File: src/verilog/opmc_defs.vh
/*
 * constants for the operating power mode control block: register indices
 * and byte addresses, field positions, mode codes and settling counts.
 * assumes a 250 MHz pclk; included by bare name.
 */
`ifndef OPMC_DEFS_VH
`define OPMC_DEFS_VH

// register indices; each register owns one word at four times its index
`define OPMC_IDX_MODE_CTRL     32'h000800a0
`define OPMC_IDX_SUB_CTRL      32'h000800aa
`define OPMC_ADDR_WORD_MODE    32'h00200280
`define OPMC_ADDR_WORD_SUB     32'h002002a8

`define OPMC_SEL_MSB           2
`define OPMC_SEL_LSB           0
`define OPMC_TSF_BIT           4
`define OPMC_LSS_BIT           0

`define OPMC_MODE_HIGH         3'h0
`define OPMC_MODE_MIDDLE       3'h2
`define OPMC_MODE_RESET        3'h2

`define OPMC_SETTLE_NS         1000
`define OPMC_CLK_PERIOD_NS     4
`define OPMC_SETTLE_CYCLES \
  ((`OPMC_SETTLE_NS + `OPMC_CLK_PERIOD_NS - 1) / `OPMC_CLK_PERIOD_NS)
`define OPMC_CNT_W             9

`endif

File: src/verilog/opmc_top.v
/*
 * operating power mode control: main mode register (high/middle speed)
 * and sub mode register (low speed), each with a transition flag, over
 * apb. refuses writes under the documented interlocks.
 * assumes sleep, flash p/e and oscillator status arrive as levels
 * synchronous to pclk.
 */
// Local design decision: the APB slave port.
`include "opmc_defs.vh"

module opmc_top (
  input  wire        pclk,
  input  wire        presetn,
  input  wire        psel,
  input  wire        penable,
  input  wire        pwrite,
  input  wire [31:0] paddr,
  input  wire [31:0] pwdata,
  input  wire [3:0]  pstrb,
  output reg  [31:0] prdata,
  output wire        pready,
  output wire        pslverr,
  input  wire        sysctl_write_enable,
  input  wire        sleep_active,
  input  wire        flash_pe_busy,
  input  wire        pll_stop_bit,
  input  wire        fast_osc_stop_bit,
  input  wire        fast_osc_force_on,
  input  wire        main_osc_stop_bit,
  input  wire        slow_osc_stop_bit,
  output wire [2:0]  active_mode_select,
  output wire        active_low_speed,
  output wire        main_transition_flag,
  output wire        sub_transition_flag
);
  reg  [2:0] power_mode_select_q;
  reg  [2:0] power_mode_select_d;
  reg  [2:0] applied_mode_q;
  reg        low_speed_select_q;
  reg        low_speed_select_d;
  reg        applied_low_q;
  reg        main_start;
  reg        sub_start;
  reg  [7:0] mode_rd;
  reg  [7:0] sub_rd;
  wire       hit_mode;
  wire       hit_sub;
  wire       wr_en;
  wire       rd_en;
  wire       main_busy;
  wire       main_done;
  wire       sub_busy;
  wire       sub_done;
  wire       wr_mode_ok;
  wire       wr_sub_ok;
  wire       osc_running;
  wire [7:0] lane_mode;
  wire [7:0] lane_sub;

  opmc_apb_if u_apb (
    .psel     (psel),
    .penable  (penable),
    .pwrite   (pwrite),
    .paddr    (paddr),
    .pready   (pready),
    .pslverr  (pslverr),
    .hit_mode (hit_mode),
    .hit_sub  (hit_sub),
    .wr_en    (wr_en),
    .rd_en    (rd_en)
  );

  opmc_settle u_main_settle (
    .pclk    (pclk),
    .presetn (presetn),
    .start   (main_start),
    .busy    (main_busy),
    .done    (main_done)
  );

  opmc_settle u_sub_settle (
    .pclk    (pclk),
    .presetn (presetn),
    .start   (sub_start),
    .busy    (sub_busy),
    .done    (sub_done)
  );

  assign main_transition_flag = main_busy;
  assign sub_transition_flag  = sub_busy;
  assign active_mode_select   = applied_mode_q;
  assign active_low_speed     = applied_low_q;

  // each register sits in byte lane 0 of its own word
  assign lane_mode = pwdata[7:0];
  assign lane_sub  = pwdata[7:0];

  // protect bit gates both registers; silently ignored otherwise
  assign wr_mode_ok = wr_en && hit_mode && pstrb[0] && sysctl_write_enable
                      && !main_busy
                      && !sleep_active
                      && !low_speed_select_q
                      && !flash_pe_busy;

  assign wr_sub_ok  = wr_en && hit_sub && pstrb[0] && sysctl_write_enable
                      && !sub_busy
                      && !sleep_active
                      && !flash_pe_busy;

  // any running source, the slow oscillator included, blocks the move into low speed
  assign osc_running = !pll_stop_bit || !fast_osc_stop_bit
                       || fast_osc_force_on || !main_osc_stop_bit
                       || !slow_osc_stop_bit;

  always @* begin
    power_mode_select_d = power_mode_select_q;
    main_start          = 1'b0;
    // illegal codes are dropped so the field only ever holds 000 or 010
    if (wr_mode_ok &&
        ((lane_mode[2:0] == `OPMC_MODE_HIGH) ||
         (lane_mode[2:0] == `OPMC_MODE_MIDDLE))) begin
      power_mode_select_d = lane_mode[`OPMC_SEL_MSB:`OPMC_SEL_LSB];
      main_start          = 1'b1;
    end
  end

  always @* begin
    low_speed_select_d = low_speed_select_q;
    sub_start          = 1'b0;
    if (wr_sub_ok) begin
      if (lane_sub[`OPMC_LSS_BIT] && !osc_running) begin
        low_speed_select_d = 1'b1;
        sub_start          = 1'b1;
      end else if (!lane_sub[`OPMC_LSS_BIT]) begin
        low_speed_select_d = 1'b0;
        sub_start          = 1'b1;
      end
    end
  end

  always @(posedge pclk or negedge presetn) begin
    if (!presetn) begin
      power_mode_select_q <= `OPMC_MODE_RESET;
      applied_mode_q      <= `OPMC_MODE_RESET;
      low_speed_select_q  <= 1'b0;
      applied_low_q       <= 1'b0;
    end else begin
      power_mode_select_q <= power_mode_select_d;
      low_speed_select_q  <= low_speed_select_d;
      // new mode takes effect only once settling has run out
      if (main_done) begin
        applied_mode_q <= power_mode_select_q;
      end
      if (sub_done) begin
        applied_low_q <= low_speed_select_q;
      end
    end
  end

  always @* begin
    mode_rd = 8'h00;
    mode_rd[`OPMC_SEL_MSB:`OPMC_SEL_LSB] = power_mode_select_q;
    mode_rd[`OPMC_TSF_BIT] = main_busy;
    sub_rd = 8'h00;
    sub_rd[`OPMC_LSS_BIT] = low_speed_select_q;
    sub_rd[`OPMC_TSF_BIT] = sub_busy;
  end

  always @(posedge pclk or negedge presetn) begin
    if (!presetn) begin
      prdata <= 32'h00000000;
    end else if (psel && !penable && !pwrite) begin
      // latched in setup so data is steady through the access phase
      if (hit_mode) begin
        prdata <= {24'h000000, mode_rd};
      end else if (hit_sub) begin
        prdata <= {24'h000000, sub_rd};
      end else begin
        prdata <= 32'h00000000;
      end
    end
  end

  wire unused_rd;
  assign unused_rd = rd_en;
endmodule // opmc_top

File: src/verilog/opmc_settle.v
/*
 * settling timer: a start pulse raises busy, which stays high for a
 * fixed number of cycles and then drops with a one-cycle done pulse.
 * assumes one pclk domain and no start while busy.
 */
`include "opmc_defs.vh"

module opmc_settle (
  input  wire pclk,
  input  wire presetn,
  input  wire start,
  output wire busy,
  output wire done
);
  localparam integer           LAST_I = `OPMC_SETTLE_CYCLES - 1;
  localparam [`OPMC_CNT_W-1:0] LAST   = LAST_I[`OPMC_CNT_W-1:0];

  reg [`OPMC_CNT_W-1:0] cnt_q;
  reg                   busy_q;

  assign busy = busy_q;
  assign done = busy_q && (cnt_q == LAST);

  always @(posedge pclk or negedge presetn) begin
    if (!presetn) begin
      cnt_q  <= {`OPMC_CNT_W{1'b0}};
      busy_q <= 1'b0;
    end else if (start && !busy_q) begin
      cnt_q  <= {`OPMC_CNT_W{1'b0}};
      busy_q <= 1'b1;
    end else if (done) begin
      busy_q <= 1'b0;
    end else if (busy_q) begin
      cnt_q <= cnt_q + 1'b1;
    end
  end
endmodule // opmc_settle

File: src/verilog/opmc_apb_if.v
/*
 * apb slave front end: decodes the two word-aligned registers and turns
 * a completed access phase into one-cycle strobes. zero wait states.
 * assumes an apb3 master on pclk; pslverr flags unmapped addresses.
 */
`include "opmc_defs.vh"

module opmc_apb_if (
  input  wire        psel,
  input  wire        penable,
  input  wire        pwrite,
  input  wire [31:0] paddr,
  output wire        pready,
  output wire        pslverr,
  output wire        hit_mode,
  output wire        hit_sub,
  output wire        wr_en,
  output wire        rd_en
);
  wire [31:0] word_addr;
  wire        access;

  assign word_addr = {paddr[31:2], 2'b00};
  assign access    = psel && penable;
  assign hit_mode  = (word_addr == `OPMC_ADDR_WORD_MODE);
  assign hit_sub   = (word_addr == `OPMC_ADDR_WORD_SUB);
  assign pready    = 1'b1;
  assign pslverr   = access && !(hit_mode || hit_sub);
  assign wr_en     = access && pwrite;
  assign rd_en     = access && !pwrite;
endmodule // opmc_apb_if

File: config.mk
export PLATFORM = sky130hd
export DESIGN_NAME = opmc_top
export DESIGN_NICKNAME = d
export VERILOG_FILES = /design/src/verilog/opmc_top.v /design/src/verilog/opmc_settle.v /design/src/verilog/opmc_apb_if.v
export VERILOG_INCLUDE_DIRS = /design/src /design/src/verilog
export SDC_FILE = /design/constraint.sdc
export NUM_CORES = 1
export LEC_CHECK = 0
export ABC_AREA = 1
export BUFFER_PORTS_ARGS = -buffer_cell sky130_fd_sc_hd__clkbuf_2
export CELL_PAD_IN_SITES_DETAIL_PLACEMENT = 2
export CELL_PAD_IN_SITES_GLOBAL_PLACEMENT = 2
export CORE_AREA = 8 8 112 114
export DETAILED_ROUTE_END_ITERATION = 8
export DIE_AREA = 0 0 120 122
export MAX_ROUTING_LAYER = met4
export PLACE_DENSITY_LB_ADDON = 0.05
export SYNTH_ARGS = -nofsm -noshare
export SYNTH_HDL_FRONTEND = slang
export SYNTH_HIERARCHICAL = 1
export SYNTH_SLANG_ARGS = --single-unit
export TNS_END_PERCENT = 30
File: constraint.sdc
create_clock -name pclk -period 1.9 [get_ports pclk]
set_clock_uncertainty 0.1 [all_clocks]
set_input_delay 0 -clock pclk [delete_from_list [all_inputs] [get_ports pclk]]
set_output_delay 0 -clock pclk [all_outputs]
set_load 0.05 [all_outputs]
==> flow_summary.toml, run 1 <==
[critical_path]
cp-end-kind = "flop"
crit_required_ns = 2.03
cp.arrival_ns = 1.87
crit_start = "penable"
crit_fanout = 2
path_class = "in -> reg"
start_kind = "input port"
timing.rr.start = "u_main_settle/cnt_q[1]$_DFFE_PN0P_"

[sta]
holdWs_ns = 0.0216
worst_slew_pin_slew_ns = 0.537
min_period_ns = 1.74
hold_viol_final = 0
slew_headroom = 0.642
clock.fmax_ghz = 0.574
slew_viol_final = 0
fin_crit_sh = 0.916
fin_ws_ns = 0.159
finalSetupViolations = 0
grt_setup_unrepaired = "false"

[placed_design]
preCtsSetupSlack_ns = -0.00420
place_congestion = 0.720
io_buffers = 57
dp_hpwl_mm = 6.18

[worst_hold_path]
min_path_type = "in -> reg"
min_from = "sysctl_write_enable"

[synthesis]
syn_area_um2 = 2400
syn_area_per_cell_um2 = 6.88
yosysWarnings = 6
synth_cells = 349

[die]
row_count = 38
ioPinCount = 121
core_um2 = 10700
start_util = 0.225
die_w_um = 120
die_h_um = 122
die-area_um2 = 14600

[global_route]
grt_pass1_vias = 2661
grt-ovfl-total = 0
grt_pass1_wl_mm = 12.9
grt_use_total = 0.112
grt_max_degree = 21
antenna_found_initial = 0

[cells_and_area]
fin_util = 0.280
drive_above_1_share = 0.255
area_growth_pct = 24.9
final_nets = 515
final_common_cell = "nand2_1"
antenna_cells = 0
layout_common_cells = "nand2_1 (95), inv_1 (59), clkbuf_2 (57)"

[routing]
avgViaCountPerCell = 4.05
drt-initial-drc-count = 25
drt-pass1-iter-count = 4
routed_wirelength_mm = 7.51
antenna_left = 0
wl_per_cell_um = 13.1
drc = 0
num_vias = 2310

[run_status]
status = "completed"

[clock_tree]
post-cts-setup-buffer-count = 0
cts_resized = 0
numClockSinks = 32
clock-root-buffer = "clkbuf_8"
htreeDepth = 2
cts_tree = "done"
cts_buffer_depth = 2
clk-insertion-delay-late_ns = 0.29
cts_made_buffers = 5
clk_pin_slew_ns = 0.07
cts.hold.buffers_added = 7

[power_and_ir_drop]
vdd_drop_max_mv = 0.231
p_leak_uw = 0.00174
p_per_area_nw_per_um2 = 505

[run]
drv_cap = 0
-- state kept, by name, summed over array words and instances (netlist names) --
name,cells
u_main_settle/cnt_q,9
u_sub_settle/cnt_q,9
prdata,4
active_mode_select,3
power_mode_select_q,3
active_low_speed,1
low_speed_select_q,1
u_main_settle/busy,1
u_sub_settle/busy,1
-- worst paths after layout --
kind / cells after the start / slack [ns] / endpoint
min: 6 / 0.02 / power_mode_select_q[1]$_DFFE_PN1P_
min reg2reg: 2 / 0.38 / power_mode_select_q[1]$_DFFE_PN1P_
max reg2reg: 7 / 0.25 / active_mode_select[1]$_DFFE_PN1P_
max in group asynchronous: 3 / 1.04 / u_main_settle/cnt_q[6]$_DFFE_PN0P_
max: 11 / 0.16 / low_speed_select_q$_DFFE_PN0P_
min in group asynchronous: 2 / 0.13 / prdata[4]$_DFFE_PN0P_
-- critical path: stages --
cell           delay (ns)
dlygate4sd3_1        0.53
clkbuf_2             0.13
nand2_1              0.08
nor2_1               0.10
nand2_1              0.06
inv_1                0.04
nand2_1              0.08
nor2_1               0.14
nand3b_1             0.08
dlygate4sd3_1        0.56
nand2_1              0.07
-- report_power, final --
part	leakage (uW)	switching (uW)	internal (uW)
Sequential	0.000420	0.116	681
Clock	0.0000445	288	295
Combinational	0.00128	193	58.5
Total	0.00174	481	1030
-- cell type report --
cell class                      instances  area (um^2)
Clock inverter                          1         7.51
Inverter                               62          233
Tap cell                              140          175
Fill cell                            1331         7700
Timing Repair Buffer                   78          460
Clock buffer                            7         86.3
Sequential cell                        32          803
Multi-Input combinational cell        251         1230
-- through the flow --
step	instance area, um^2	TNS [ns]	total power [uW]	std cells
after floorplan	2500	0	903	376
after global placement	2840	0	935	556
after detailed placement	2840	-0.00420	938	556
after CTS	3000	0	1550	571
after global routing	3000	0	1600	571
final	3000	0	1520	571
-- layer usage --
layer / track usage / up-vias / share of wire
li1: - / 1162 / -
met1: 0.135 / 1096 / 0.48
met2: 0.188 / 46 / 0.48
met3: 0.0236 / 6 / 0.037
met4: 0.0234 / 0 / 0.0068
met5: - / - / 0
(Power assumes the default switching activity.)
==> inputs of run 2 (changes only) <==
--- a/config.mk
+++ b/config.mk
@@ -10,13 +10,12 @@
 export BUFFER_PORTS_ARGS = -buffer_cell sky130_fd_sc_hd__clkbuf_2
 export CELL_PAD_IN_SITES_DETAIL_PLACEMENT = 2
 export CELL_PAD_IN_SITES_GLOBAL_PLACEMENT = 2
-export CORE_AREA = 8 8 112 114
+export CORE_AREA = 8 8 111 113
 export DETAILED_ROUTE_END_ITERATION = 8
-export DIE_AREA = 0 0 120 122
+export DIE_AREA = 0 0 119 121
 export MAX_ROUTING_LAYER = met4
 export PLACE_DENSITY_LB_ADDON = 0.05
 export SYNTH_ARGS = -nofsm -noshare
 export SYNTH_HDL_FRONTEND = slang
-export SYNTH_HIERARCHICAL = 1
 export SYNTH_SLANG_ARGS = --single-unit
 export TNS_END_PERCENT = 30
==> run 2 against run 1 <==
Net effect: critical path depth unchanged; sequential share of layout area grew 1.9 points; worst hold slack better by 0.042 ns; sequential cell count is the same; via count shrank 6.9%; sequential power is essentially flat; clock power up 27%; cell count down 5.3%; final area down 6.5%; non-clock buffer count decreased by 8; synthesized cell count fell by 6.0%; largest cell class unchanged; highest routed layer unchanged.
==> flow_summary.toml, run 2 <==
[run_status]
status = "completed"

[critical_path]
cp-end-kind = "flop"
path_class = "reg -> reg"
crit_chain = "inv_1 -> ha_1 -> nand2_1 -> nor2_1 -> nand2_1 -> nand2_2 -> inv_1 -> nand2_1 -> nand2_1 -> nand2_1 -> nor2_1"
crit_required_ns = 1.98
start_kind = "flop"
crit_top_cell = "nand2_1"
crit_path_top_delay_cell = "dfrtp_1"
cp.arrival_ns = 1.73
ff2ff_path_depth = 11
path_buf_inv = 2
path_depth = 11
crit_fanout = 10
crit_path_max_incr_delay_ns = 0.42
crit_family = "simple AND/OR/NAND/NOR gates"

[sta]
clock.fmax_ghz = 0.606
grt_setup_unrepaired = "false"
min_period_ns = 1.65
finalSetupViolations = 0
fin_crit_sh = 0.868
fin_tns_setup_ns = 0
hold_viol_final = 0
fin_ws_ns = 0.251
slew_viol_final = 0

[global_route]
grt_max_degree = 17
antenna_found_initial = 0
grt_pass1_wl_mm = 12.3
grt_pass1_vias = 2456
grt-ovfl-total = 0
grt_use_total = 0.108

[clock_tree]
post-cts-setup-buffer-count = 0
clock-root-buffer = "clkbuf_8"
cts_resized = 0
cts_tree = "done"
clk-insertion-delay-late_ns = 0.29
clk_pin_slew_ns = 0.08
cts_buffer_depth = 2
cts_made_buffers = 5
htreeDepth = 2
numClockSinks = 32
cts.hold.buffers_added = 5

[synthesis]
synth_edf_count = 0
synth_common_cells = "nand2_1 (92), nor2_1 (52), inv_1 (40)"
synth_cell_type_count = 27
synth.top_cells.by_area = "dfrtp_1 (33%), nand2_1 (15%), buf_4 (9.6%), nor2_1 (8.6%), inv_1 (6.7%)"
syn_area_um2 = 2260
synth-async-reset-ratio = 1.00
syn_area_per_cell_um2 = 6.88
ys_seq_elements = 32
synth_top_area_frac = 0.333
post-synth-top-count-cell = "nand2_1"
ys.flop_type = "dfrtp_1"
ys_seq_area_frac = 0.356
yosysWarnings = 0
synth_top_area_cell = "dfrtp_1"
synth_cells = 328

[routing]
antenna_left = 0
met2_length_mm = 3.54
drt-met1-wl_mm = 3.19
num_vias = 2151
drt-pass1-iter-count = 4
routed_wirelength_mm = 7.10
wl_met3_um = 297
wl_per_cell_um = 13.1
avgViaCountPerCell = 3.98
drt-initial-drc-count = 30
drc = 0
top_layer = "met4"

[die]
die_h_um = 121
die_w_um = 119
start_util = 0.213
die-area_um2 = 14400
row_count = 38
core_um2 = 10600
ioPinCount = 121

[power_and_ir_drop]
p_leak_uw = 0.00149
vdd_drop_max_mv = 0.264
p_per_area_nw_per_um2 = 598
power.total_uw = 1680

[placed_design]
preCtsSetupSlack_ns = 0.236
place_congestion = 0.707
dp_hpwl_mm = 6.09
io_buffers = 57
dpl_cell_area_um2 = 2630

[cells_and_area]
area_growth_pct = 24.2
final_common_cell = "nand2_1"
drive_above_1_share = 0.227
antenna_cells = 0
final_nets = 485
reg_top3 = "u_main_settle.cnt_q (9), u_sub_settle.cnt_q (9), prdata (4)"
final_cell_area_um2 = 2800
num-fill-cells = 1321
layout_common_cells = "nand2_1 (92), clkbuf_2 (57), nor2_1 (52)"

[run]
drv_cap = 0

[worst_hold_path]
min_path_type = "in -> reg"
hold_depth = 5
==> run 2: per-stage QoR <==
step,hold WS [ns],util,instances
after floorplan,-0.396,-,355
after global placement,-0.274,0.248,528
after detailed placement,-0.276,0.248,528
after CTS,0.0620,0.264,541
after global routing,0.0752,0.264,541
final,0.0632,0.264,541
==> run 2: kinds of logic after synthesis <==
| group | count (synthesis) | synth area share |
|---|---|---|
| AO/OA/AOI/OAI | 14 | 0.0355 |
| adder cells (fa/ha/maj) | 4 | 0.0222 |
| other | 2 | 0.00333 |
| XOR/XNOR | 6 | 0.0233 |
| buffers and inverters | 73 | 0.180 |
| flip-flops | 32 | 0.356 |
| multiplexers | 1 | 0.00499 |
| AND/OR/NAND/NOR | 196 | 0.375 |
==> run 2: path summary, 6_finish.rpt <==
check | start | endpoint | slack [ns]
max in group asynchronous | presetn | u_sub_settle.cnt_q[0]$_DFFE_PN0P_ | 1.00
setup reg to reg | u_sub_settle.cnt_q[1]$_DFFE_PN0P_ | u_sub_settle.cnt_q[8]$_DFFE_PN0P_ | 0.25
hold / removal | penable | prdata[0]$_DFFE_PN0P_ | 0.06
min in group asynchronous | presetn | u_sub_settle.cnt_q[2]$_DFFE_PN0P_ | 0.13
setup / recovery | u_sub_settle.cnt_q[1]$_DFFE_PN0P_ | u_sub_settle.cnt_q[8]$_DFFE_PN0P_ | 0.25
hold reg to reg | power_mode_select_q[1]$_DFFE_PN1P_ | power_mode_select_q[1]$_DFFE_PN1P_ | 0.39
==> run 2: final cells by class <==
type,instances,area [um^2],area share
clock buffers,7,96.3,0.0344
clock inverters,1,30.0,0.0107
inverters,41,154,0.0549
multi-input cells,250,1150,0.410
flip-flops and latches,32,803,0.286
well taps,140,175,0.0625
repair buffers,70,395,0.141
==> run 2: power by group <==
part	switching [uW]	leakage, uW	internal, uW
Combinational	196	0.00104	58.2
Sequential	0.000000176	0.000389	681
Clock	278	0.0000645	463
==> run 2: layer usage <==
layer | global-route usage | vias up
met4 | 0.0332 | 0
met1 | 0.121 | 1017
li1 | - | 1086
met5 | - | -
met2 | 0.185 | 44
met3 | 0.0275 | 4
==> run 2: worst register-to-register path, stage by stage, from the launching register on <==
cell and delay, ns:
dfrtp_1 0.42, inv_1 0.07, ha_1 0.14, nand2_1 0.05, nor2_1 0.15, nand2_1 0.08, nand2_2 0.16, inv_1 0.15
nand2_1 0.08, nand2_1 0.05, nand2_1 0.06, nor2_1 0.04
